<file path="src/rtl/pbtp_pkg.sv">
package pbtp_pkg;
  ////////////////////////////////////////////////////////////////////////
  // register indices; byte address is four times the index
  localparam logic [7:0] IDX_PHY_CTRL = 8'h19; // phy_control_register
  localparam logic [7:0] IDX_TEN_SCR  = 8'h1a; // ten_meg_status_control
  localparam logic [7:0] IDX_EXT      = 8'h1b; // line_test_and_selftest
  localparam logic [7:0] IDX_IRQ_ST   = 8'h1c; // interrupt status, w1c
  localparam logic [7:0] IDX_IRQ_MASK = 8'h1e; // interrupt mask
  localparam logic [7:0] ADDR_PHY_CTRL = {IDX_PHY_CTRL[5:0], 2'h0};
  localparam logic [7:0] ADDR_TEN_SCR  = {IDX_TEN_SCR[5:0], 2'h0};
  localparam logic [7:0] ADDR_EXT      = {IDX_EXT[5:0], 2'h0};
  localparam logic [7:0] ADDR_IRQ_ST   = {IDX_IRQ_ST[5:0], 2'h0};
  localparam logic [7:0] ADDR_IRQ_MASK = {IDX_IRQ_MASK[5:0], 2'h0};
  ////////////////////////////////////////////////////////////////////////
  // field positions
  localparam int TALLY_LSB = 8;   // selftest_error_tally 15:8
  localparam int TALLY_MSB = 15;
  localparam int CONT_BIT  = 5;   // selftest_continuous_transmit
  localparam int PATEN_BIT = 4;   // ten_meg_pattern_enable
  localparam int GAP_BIT   = 2;   // ten_meg_pattern_gap_select
  localparam int SEL_LSB   = 0;   // ten_meg_pattern_select 1:0
  localparam int SEL_MSB   = 1;
  localparam int START_BIT = 0;   // self-test start in phy control
  localparam int JAB_BIT   = 0;   // jabber_function_off
  localparam int IRQ_ERR   = 0;   // errored nibble seen
  localparam int IRQ_SAT   = 1;   // tally saturated
  localparam int IRQ_SEQ   = 2;   // test sequence finished
  localparam int IRQ_W     = 3;
  ////////////////////////////////////////////////////////////////////////
  // reset values and limits
  localparam logic [7:0]       TALLY_RST = 8'h00;
  localparam logic [7:0]       TALLY_MAX = 8'hff;
  localparam logic [1:0]       SEL_RST   = 2'h0;
  localparam logic [IRQ_W-1:0] IRQ_RST   = 3'h0;
  // pattern select codes
  localparam logic [1:0] PAT_END_ZERO   = 2'h0; // data then end variant zero
  localparam logic [1:0] PAT_END_ONE    = 2'h1; // data then end variant one
  localparam logic [1:0] PAT_LINK_PULSE = 2'h2; // normal_link_pulse
  localparam logic [1:0] PAT_ONES       = 2'h3; // constant ones, 10 MHz tone
  ////////////////////////////////////////////////////////////////////////
  // timing
  localparam int CLK_PERIOD_NS = 25;
  localparam int GAP10_NS      = 10000;
  localparam int GAP15_NS      = 15000;
  localparam int GAP10_CYC = (GAP10_NS + CLK_PERIOD_NS - 1) / CLK_PERIOD_NS;
  localparam int GAP15_CYC = (GAP15_NS + CLK_PERIOD_NS - 1) / CLK_PERIOD_NS;
  localparam int GAP_W     = 10;
  localparam logic [GAP_W-1:0] GAP10_LD = GAP_W'(GAP10_CYC - 1);
  localparam logic [GAP_W-1:0] GAP15_LD = GAP_W'(GAP15_CYC - 1);
  ////////////////////////////////////////////////////////////////////////
  // types
  typedef enum logic [1:0] {
    PG_IDLE = 2'b00,
    PG_SEND = 2'b01,
    PG_GAP  = 2'b10
  } pbtp_pg_type;

  typedef struct packed {
    logic        psel;
    logic        penable;
    logic        pwrite;
    logic [7:0]  paddr;
    logic [31:0] pwdata;
  } pbtp_apb_req_type;

  typedef struct packed {
    logic [7:0]       tally;
    logic             cont;
    logic             paten;
    logic             gap_sel;
    logic [1:0]       sel;
    logic             start;
    logic             jab_off;
    logic [IRQ_W-1:0] irq_st;
    logic [IRQ_W-1:0] irq_mask;
    pbtp_pg_type      pg;
    logic [GAP_W-1:0] gap_cnt;
    logic             seq_start;
    logic [31:0]      rdata;
  } pbtp_state_type;
endpackage

</file>
<file path="src/rtl/pbtp_top.sv">
// Chosen here: the APB slave port.
`timescale 1ns/1ps
// Summary of operation
// - count errored nibbles while self-test runs
// - restarting self-test clears the tally
// - tally sticks at its maximum
// - continuous mode sends unbroken pseudo-random data
// - continuous mode needs self-test start set
// - bit 4 enables patterns, resets zero
// - bit 2 picks 15 or 10 us
// - select 00/01 send data with eop variants
// - select 10 link pulses, 11 ones
// - jabber-off control disables jabber function
module pbtp_top (
  // clock and reset
  input  wire logic        clk,
  input  wire logic        rst,
  // apb slave
  input  wire logic        psel,
  input  wire logic        penable,
  input  wire logic        pwrite,
  input  wire logic [7:0]  paddr,
  input  wire logic [31:0] pwdata,
  output logic             pready,
  output logic             pslverr,
  output logic [31:0]      prdata,
  // receive checker, same clock
  input  wire logic        rx_nibble_valid,
  input  wire logic        rx_nibble_err,
  // 10 Mb/s pattern transmitter
  input  wire logic        seq_done,
  output logic             seq_start,
  output logic             pattern_active,
  output logic [1:0]       pattern_kind,
  // self-test transmit controls
  output logic             selftest_run,
  output logic             selftest_continuous_tx,
  output logic             jabber_function_off,
  // interrupt
  output logic             irq
);
  //////////////////////////////////////////////////////////////////////////
  // state and bus decode
  pbtp_pkg::pbtp_state_type s_r;    // all registered state
  pbtp_pkg::pbtp_state_type s_nxt;  // next value of the state
  pbtp_pkg::pbtp_apb_req_type req;  // bundled bus request
  logic                       hit;      // address is mapped
  logic                       wr_en;    // write takes effect now
  logic                       rd_setup; // read setup cycle
  logic [31:0]                rd_mux;   // read data of the address
  logic                       restart;  // self-test started again
  logic                       count_en; // errored nibble seen
  logic [pbtp_pkg::IRQ_W-1:0] irq_ev;   // events this cycle
  logic [pbtp_pkg::IRQ_W-1:0] irq_clr;  // w1c bits written

  assign req = '{psel: psel, penable: penable, pwrite: pwrite,
                 paddr: paddr, pwdata: pwdata};

  // decode of the mapped word addresses
  // one decode feeds read data and slave error so the two always agree
  always_comb begin
    hit = 1'b1;
    rd_mux = 32'h0;
    unique case (req.paddr)
      pbtp_pkg::ADDR_PHY_CTRL: begin
        rd_mux[pbtp_pkg::START_BIT] = s_r.start;
      end
      pbtp_pkg::ADDR_TEN_SCR: begin
        rd_mux[pbtp_pkg::JAB_BIT] = s_r.jab_off;
      end
      pbtp_pkg::ADDR_EXT: begin
        // reserved 7:6 and 3 stay zero
        // reserved read zero
        rd_mux[pbtp_pkg::TALLY_MSB:pbtp_pkg::TALLY_LSB] = s_r.tally;
        rd_mux[pbtp_pkg::CONT_BIT]  = s_r.cont;
        rd_mux[pbtp_pkg::PATEN_BIT] = s_r.paten;
        rd_mux[pbtp_pkg::GAP_BIT]   = s_r.gap_sel;
        rd_mux[pbtp_pkg::SEL_MSB:pbtp_pkg::SEL_LSB] = s_r.sel;
      end
      pbtp_pkg::ADDR_IRQ_ST: begin
        rd_mux[pbtp_pkg::IRQ_W-1:0] = s_r.irq_st;
      end
      pbtp_pkg::ADDR_IRQ_MASK: begin
        rd_mux[pbtp_pkg::IRQ_W-1:0] = s_r.irq_mask;
      end
      default: begin
        // unmapped address answers with an error
        hit = 1'b0;
      end
    endcase
  end

  // zero wait states: every access completes in its first access cycle
  // trade-off: read data is taken at setup, so an event in the access
  // cycle shows on the next read, not on this one
  assign pready   = 1'b1;
  assign pslverr  = req.psel & req.penable & ~hit;
  assign wr_en    = req.psel & req.penable & req.pwrite & hit;
  assign rd_setup = req.psel & ~req.penable & ~req.pwrite;

  //////////////////////////////////////////////////////////////////////////
  // events
  // only a 0 to 1 write of the start bit is a restart; writing one
  // again while running leaves the tally alone
  // restart clears tally
  assign restart  = wr_en & (req.paddr == pbtp_pkg::ADDR_PHY_CTRL) &
                    req.pwdata[pbtp_pkg::START_BIT] & ~s_r.start;
  assign count_en = s_r.start & rx_nibble_valid & rx_nibble_err;
  assign irq_ev[pbtp_pkg::IRQ_ERR] = count_en;
  // the saturation event fires once, on the step into the maximum
  assign irq_ev[pbtp_pkg::IRQ_SAT] = count_en & ~restart &
                                     (s_r.tally == pbtp_pkg::TALLY_MAX - 8'h01);
  assign irq_ev[pbtp_pkg::IRQ_SEQ] = (s_r.pg == pbtp_pkg::PG_SEND) & seq_done;
  assign irq_clr = (wr_en & (req.paddr == pbtp_pkg::ADDR_IRQ_ST)) ?
                   req.pwdata[pbtp_pkg::IRQ_W-1:0] : '0;

  //////////////////////////////////////////////////////////////////////////
  // next state
  // every field except seq_start, which drops to zero, holds unless one of the causes below changes it
  always_comb begin
    s_nxt = s_r;
    s_nxt.seq_start = 1'b0;
    // read data is caught in the setup cycle so it sits in a flop
    if (rd_setup) begin
      s_nxt.rdata = rd_mux;
    end
    // register writes; the tally field is not writable
    // tally ignores writes
    if (wr_en) begin
      unique case (req.paddr)
        pbtp_pkg::ADDR_PHY_CTRL: begin
          s_nxt.start = req.pwdata[pbtp_pkg::START_BIT];
        end
        pbtp_pkg::ADDR_TEN_SCR: begin
          s_nxt.jab_off = req.pwdata[pbtp_pkg::JAB_BIT];
        end
        pbtp_pkg::ADDR_EXT: begin
          s_nxt.cont    = req.pwdata[pbtp_pkg::CONT_BIT];
          s_nxt.paten   = req.pwdata[pbtp_pkg::PATEN_BIT];
          s_nxt.gap_sel = req.pwdata[pbtp_pkg::GAP_BIT];
          s_nxt.sel = req.pwdata[pbtp_pkg::SEL_MSB:pbtp_pkg::SEL_LSB];
        end
        pbtp_pkg::ADDR_IRQ_MASK: begin
          s_nxt.irq_mask = req.pwdata[pbtp_pkg::IRQ_W-1:0];
        end
        default: begin
          // status is cleared below, others have no write effect
        end
      endcase
    end
    // restart wins over a nibble error in the same cycle
    if (restart) begin
      s_nxt.tally = pbtp_pkg::TALLY_RST;
    end else if (count_en && s_r.tally != pbtp_pkg::TALLY_MAX) begin
      s_nxt.tally = s_r.tally + 8'h01;
    end
    // sticky status: a new event beats a clear in the same cycle
    s_nxt.irq_st = (s_r.irq_st & ~irq_clr) | irq_ev;
    // pattern sequencer: send, then idle for the chosen gap
    // the gap load is one below the cycle count because the cycle in
    // which the counter reads zero belongs to the gap too
    // limitation: seq_done outside a sending phase is dropped
    unique case (s_r.pg)
      pbtp_pkg::PG_IDLE: begin
        if (s_r.paten) begin
          s_nxt.pg = pbtp_pkg::PG_SEND;
          s_nxt.seq_start = 1'b1;
        end
      end
      pbtp_pkg::PG_SEND: begin
        if (seq_done) begin
          s_nxt.pg = pbtp_pkg::PG_GAP;
          s_nxt.gap_cnt = s_r.gap_sel ? pbtp_pkg::GAP15_LD
                                      : pbtp_pkg::GAP10_LD;
        end
      end
      pbtp_pkg::PG_GAP: begin
        if (s_r.gap_cnt == '0) begin
          s_nxt.pg = pbtp_pkg::PG_SEND;
          s_nxt.seq_start = 1'b1;
        end else begin
          s_nxt.gap_cnt = s_r.gap_cnt - 10'h001;
        end
      end
      default: begin
        s_nxt.pg = pbtp_pkg::PG_IDLE;
      end
    endcase
    // disabling patterns aborts any sequence at once
    if (!s_r.paten) begin
      s_nxt.pg = pbtp_pkg::PG_IDLE;
      s_nxt.seq_start = 1'b0;
    end
  end

  //////////////////////////////////////////////////////////////////////////
  // state register
  // synchronous reset loads constants only, so every field is defined
  always_ff @(posedge clk) begin
    if (rst) begin
      s_r <= '{tally: pbtp_pkg::TALLY_RST, cont: 1'b0, paten: 1'b0,
               gap_sel: 1'b0, sel: pbtp_pkg::SEL_RST, start: 1'b0,
               jab_off: 1'b0, irq_st: pbtp_pkg::IRQ_RST,
               irq_mask: pbtp_pkg::IRQ_RST, pg: pbtp_pkg::PG_IDLE,
               gap_cnt: '0, seq_start: 1'b0, rdata: 32'h0};
    end else begin
      s_r <= s_nxt;
    end
  end

  //////////////////////////////////////////////////////////////////////////
  // outputs
  assign prdata    = s_r.rdata;
  assign seq_start = s_r.seq_start;
  // the transmitter shapes the pulses; these are plain register levels
  // select code: data with eop variants, link pulses or ones
  assign pattern_kind   = s_r.sel;
  assign pattern_active = s_r.paten;
  assign selftest_run   = s_r.start;
  // gated by start control
  // jabber must already be off for continuous 10 Mb/s use; that order is
  // kept by software, this block only holds the two controls
  assign selftest_continuous_tx = s_r.cont & s_r.start;
  assign jabber_function_off    = s_r.jab_off;
  assign irq = |(s_r.irq_st & s_r.irq_mask);
endmodule // pbtp_top

</file>
<file path="config.mk">
export PLATFORM = sky130hd
export DESIGN_NAME = pbtp_top
export DESIGN_NICKNAME = d
export VERILOG_FILES = /design/src/rtl/pbtp_pkg.sv /design/src/rtl/pbtp_top.sv
export SDC_FILE = /design/constraint.sdc
export NUM_CORES = 1
export LEC_CHECK = 0
export BUFFER_PORTS_ARGS = -buffer_cell sky130_fd_sc_hd__buf_2
export CORE_AREA = 5 5 93 95
export DETAILED_ROUTE_END_ITERATION = 16
export DIE_AREA = 0 0 98 100
export GPL_TIMING_DRIVEN = 0
export PLACE_DENSITY_LB_ADDON = 0.12
export SLEW_MARGIN = 10
export SYNTH_ARGS = -nofsm -noshare
export SYNTH_HDL_FRONTEND = slang
export SYNTH_SLANG_ARGS = --single-unit
</file>
<file path="constraint.sdc">
create_clock -name clk -period 2.75 [get_ports clk]
set_input_delay 0.55 -clock clk [delete_from_list [all_inputs] [get_ports clk]]
set_output_delay 0.55 -clock clk [all_outputs]
set_load 0.03 [all_outputs]
</file>
### Yosys cells after proc, flatten, opt, wreduce, memory -nomap -nowiden

Index checks and enable logic that the tools add are counted.
W data, S select, Z words.

| operators by class | value |
|---|---|
| shift operators | 0 |
| multiplexer cells | 14 |
| bitwise operators | 26 |
| $mul | 0 |
| reduce and logical (&&, ||, !) cells | 14 |
| div/mod/pow operators | 0 |
| $add $sub $neg | 2 |
| eq/ne operators | 12 |
| order comparisons | 0 |

Operator list:

| kind | count |
|---|---|
| $eq A8 B7 Y1 const B | 5 |
| $mux W10 | 2 |
| $pmux W10 S2 | 1 |
| $and A1 B1 Y1 | 16 |
| $mux W12 | 1 |
| $pmux W2 S3 | 2 |
| $logic_not A10 Y1 | 1 |
| $reduce_and A2 Y1 | 5 |
| $sub A10 B1 Y10 const B | 1 |
| $add A8 B1 Y8 const B | 1 |
| $eq A8 B8 Y1 const B | 1 |
| $mux W8 | 1 |
| $ne A8 B8 Y1 const B | 1 |
| $and A3 B3 Y3 | 2 |
| $ne A2 B2 Y1 const B | 3 |
| $not A1 Y1 | 6 |
| $pmux W1 S5 | 1 |
| $reduce_or A5 Y1 | 1 |
| $mux W2 | 2 |
| $reduce_or A2 Y1 | 2 |
| $mux W3 | 1 |
| $not A3 Y3 | 1 |
| $or A3 B3 Y3 | 1 |
| $reduce_and A3 Y1 | 1 |
| other kinds (8) | 9 |

| storage, ports and cells | value |
|---|---|
| logic and storage cells | 81 |
| output and inout bits | 42 |
| memories kept | 0 |
| memory bits (read-only) | 0 |
| memory bits (writable) | 0 |
| input bits | 48 |
| register bits after elaboration | 47 |
| latch bits | 0 |

### Longest topological paths before layout

| depth | value |
|---|---|
| depth after elaboration | 11 |
| gate-level depth with buffers | 8 |
| mapped depth without buffers | 6 |

### Least setup slack after synthesis

OpenSTA, ideal clock, no wires.

| timing path | value |
|---|---|
| kind | input port to flip-flop |
| start point | input paddr[3] |
| end point | register s_r[45] (netlist bit) |
| setup time | 128 ps |
| arrival time | 1,904 ps |
| setup slack | 719 ps |
| stages on the path | 6 |
| required time | 2,622 ps |
| path buffers | 2 |
| cell sequence | buf_2 or3b_1 clkbuf_1 nor4_2 mux2i_1 nor2_1 |

| between the ends | value |
|---|---|
| word-level cells in the longest chain between the ends | 5 |
| elaborated cells between the ends (all ways) | 9 |
| those cells by class | eq/ne: 5; mux: 1; bitwise: 1; reduce/logical: 2 |

Ends and longest elaborated chain:

| what | RTL line | source |
|---|---|---|
| start: declaration | pbtp_top.sv:22 | `input wire logic [7:0] paddr,` |
| $eq A8 B7 Y1 (on tied branches) | pbtp_top.sv:64, pbtp_top.sv:130 |  |
| $reduce_or A5 Y1 (no source line) | - |  |
| $mux W1 | pbtp_top.sv:64 | `unique case (req.paddr)` |
| $and A1 B1 Y1 | pbtp_top.sv:98 | `assign wr_en = req.psel & req.penable & req.pwrite & hit;` |
| $reduce_and A2 Y1 (no source line) (*) | - |  |
| end signal: assignment | pbtp_top.sv:201 | `s_r <= '{tally: pbtp_pkg::TALLY_RST, cont: 1'b0, paten: 1'b0,` |
| end signal: assignment | pbtp_top.sv:207 | `s_r <= s_nxt;` |
| end: declaration | pbtp_top.sv:44 | `pbtp_pkg::pbtp_state_type s_r;` |

Every way passes the cells marked *; elsewhere a longest branch is shown, timed or not.
A chain may end at the register's enable or synchronous reset.

### Worst setup path in the final report

| timing path | value |
|---|---|
| start point | input paddr[7] |
| end point | output pslverr |

| between the ends | value |
|---|---|
| word-level cells in the longest chain between the ends | 5 |
| elaborated cells between the ends (all ways) | 9 |
| those cells by class | eq/ne: 5; mux: 1; bitwise: 2; reduce/logical: 1 |

Ends and longest elaborated chain:

| what | RTL line | source |
|---|---|---|
| $eq A8 B7 Y1 | pbtp_top.sv:64 |  |
| $reduce_or A5 Y1 (no source line) (*) | - |  |
| $mux W1 (*) | pbtp_top.sv:64 |  |
| $not A1 Y1 (*) | pbtp_top.sv:97 | `assign pslverr = req.psel & req.penable & ~hit;` |
| $and A1 B1 Y1 (*) | pbtp_top.sv:97 |  |
| end: declaration | pbtp_top.sv:25 | `output logic pslverr,` |

Marks and branches as above.

==> results.ini <==
[setup_path]
cp_slowest_cell = nor3_1
worst-setup-path-type = primary input to output pin
crit_path_frequent_cell = buf_2
crit_fanout = 7
endpoint_kind = output pin
worstPathArrival_ps = 1680
worstPathCellList = buf_2, nand3b_1, nor3_1, a21oi_1, buf_2
startpoint = paddr[7]
cp_top_family = simple AND/OR/NAND/NOR gates
rr_startpoint = s_r[33]
worst-path-buf-inv = 2
cp_slowest_stage_delay_ps = 380
cp-start-kind = primary input
required_ps = 2200

[detailed_routing]
drt-total-wl_um = 6090
drc = 0
first_pass_iters = 4
viasPerCell = 4.67
vias = 2220
routedWlPerCell_um = 12.8
drt_iter0_drc = 82
ant_nets = 0

[power]
p_clk_frac = 0.365
swShare = 0.249
pwr-share-comb = 0.096
seqPwrFrac = 0.538
peakVddDrop_mv = 0.202
power.leakage_nw = 1.29
p_int_uw = 950
powerDensity_nw_per_um2 = 408
switching_power_uw = 314

[final_layout]
drive_above_1_share = 0.263
final_cell_area_um2 = 3100
final_cell_mix = dfxtp_1, buf_2, nor2_1, buf_4, conb_1
fin_util = 0.405
final_common_cell = dfxtp_1
antenna_cells = 0
nets = 423
syn_to_final_growth_pct = 19.4
fill_cells = 772

[logic_synthesis]
synth_top_cell_area_share = 0.363
synth_warnings = 0
synth_cell_types = 52
ys_ff_latch = 47
postSynthAreaPerCell_um2 = 8.48
synth_ff_type = dfxtp_1
synth_area_leaders = dfxtp_1, buf_4, mux2i_1
ys_seq_area_frac = 0.363
synthArstFlopShare = 0
synth_cells = 306
netlist_area_um2 = 2590
synth-edff-count = 0
yosysTopAreaCell = dfxtp_1

[placement]
placed_area_um2 = 2990
dpl.hpwl_um = 4670
finalWeightedCongestion = 0.818
port_buffers = 41
dp_slack_ps = 442

[sta]
worst_slew_pin_slew_ps = 715
fin_crit_sh = 0.811
final.setup_skew_ps = 8.12
hold_viol = 0
rsz0062_at_grt = false
slew_viol_final = 0
setup_tns_ps = 0
clock.fmax_ghz = 0.449
setup_violations = 0
fin_crit_ps = 2230
final.setup.worst_slack_ps = 521
slew_headroom = 0.519

[floorplan]
dieArea_um2 = 9800
core_um2 = 7650
initial_core_util = 0.339
fp.dieH_um = 100
die-width_um = 98
num_io_pins = 90
std_cell_rows = 32

[clock_network]
cts-root-buf = clkbuf_8
numCtsBuffers = 5
htree_num_levels = 2
cts.sinks = 47
clkTransAtPathRegs_ps = 80
cts_tree = done
cts_buffer_depth = 2
postCtsHoldBufs = 0
insertion_delay_ps = 300
cts_resized = 0
post-cts-setup-buffers = 0

[status]
outcome = complete, no violations

[hold_path]
hp-start = prdata[1]
hold_class = flop to flop

[global_routing]
grt_max_degree = 15
antenna_found_initial = 0
gr-usage-all-layers = 0.128
grt_overflow = 0
grt_pass1_wl_um = 10400
first_global_vias = 2102

[job]
drv_cap = 0

kinds of logic (layout without fill, tap and decap cells):
logic type,after synthesis,count (layout),synth area share
muxes,16,16,0.0622
buffers and inverters,61,110,0.143
other,2,20,0.00290
and+or+nand+nor,109,109,0.236
adders and majority gates,3,3,0.0145
AOI/OAI and AO/OA,66,66,0.172
DFF,47,47,0.363
xor gates and xnor gates,2,2,0.00675
worst reg2reg max path, cell delays in order, from the launching register on:
cell and delay, ps:
dfxtp_1 360, inv_1 70, ha_1 250, or4b_1 450
clkbuf_1 190, o31a_1 300, buf_2 180, a21bo_2 220
a31oi_1 140
cell type report:
| type | instances | area, um2 | share of cell area |
|---|---|---|---|
| clock inverter | 1 | 7.51 | 0.00242 |
| clock buffer | 7 | 96.3 | 0.0311 |
| multi-input combinational | 216 | 1350 | 0.436 |
| inverter | 11 | 41.3 | 0.0133 |
| buffer | 50 | 329 | 0.106 |
| tap | 102 | 128 | 0.0412 |
| timing repair buffer | 41 | 205 | 0.0662 |
| sequential | 47 | 941 | 0.304 |
Yosys cell counts (3+ instances only):
cell and count:
a31oi_1 5, a211oi_1 7, o21ai_0 8, nor2_1 35
nand2b_1 6, a21oi_1 16, nor4_1 5, nand3b_1 4
ha_1 3, buf_4 35, nor2b_1 4, mux2i_1 15
nand3_1 10, nor3_1 12, or2_2 3, nand2_1 10
dfxtp_1 47, clkbuf_1 12, inv_1 11, or4_1 4
a22oi_1 10
routing by layer:
layer	part of all wire	GRT usage
met5	0	0
met3	0.052	0.0271
met1	0.47	0.179
met2	0.47	0.203
met4	0.0080	0.0319
per-stage QoR:
step / total power [mW] / hold WS (ps) / instances
after floorplan: 0.786 / 426 / 324
after global placement: 0.818 / 441 / 467
after detailed placement: 0.818 / 450 / 467
after CTS: 1.29 / 471 / 475
after global routing: 1.33 / 487 / 475
final: 1.26 / 465 / 475
registers in the layout, indices dropped and copies added (netlist names):
signal,count
prdata,13
s_r,28
pattern_active,1
selftest_run,1
jabber_function_off,1
pattern_kind,2
seq_start,1
worst paths after layout:
check,cells after the start,end,slack (ps)
max,5,pslverr,520
min reg2reg,2,prdata[1],470
min,2,prdata[1],470
max reg2reg,8,s_r[35],530
power groups by stage:
stage | Sequential [mW] | Combinational [mW] | Clock (mW)
finish | 0.680 | 0.122 | 0.462
floorplan | 0.696 | 0.0900 | 0
global route | 0.680 | 0.134 | 0.512
detailed placement | 0.696 | 0.122 | 0
CTS | 0.680 | 0.122 | 0.484
global placement | 0.696 | 0.122 | 0
No activity file was read; power rests on OpenSTA's default activity.
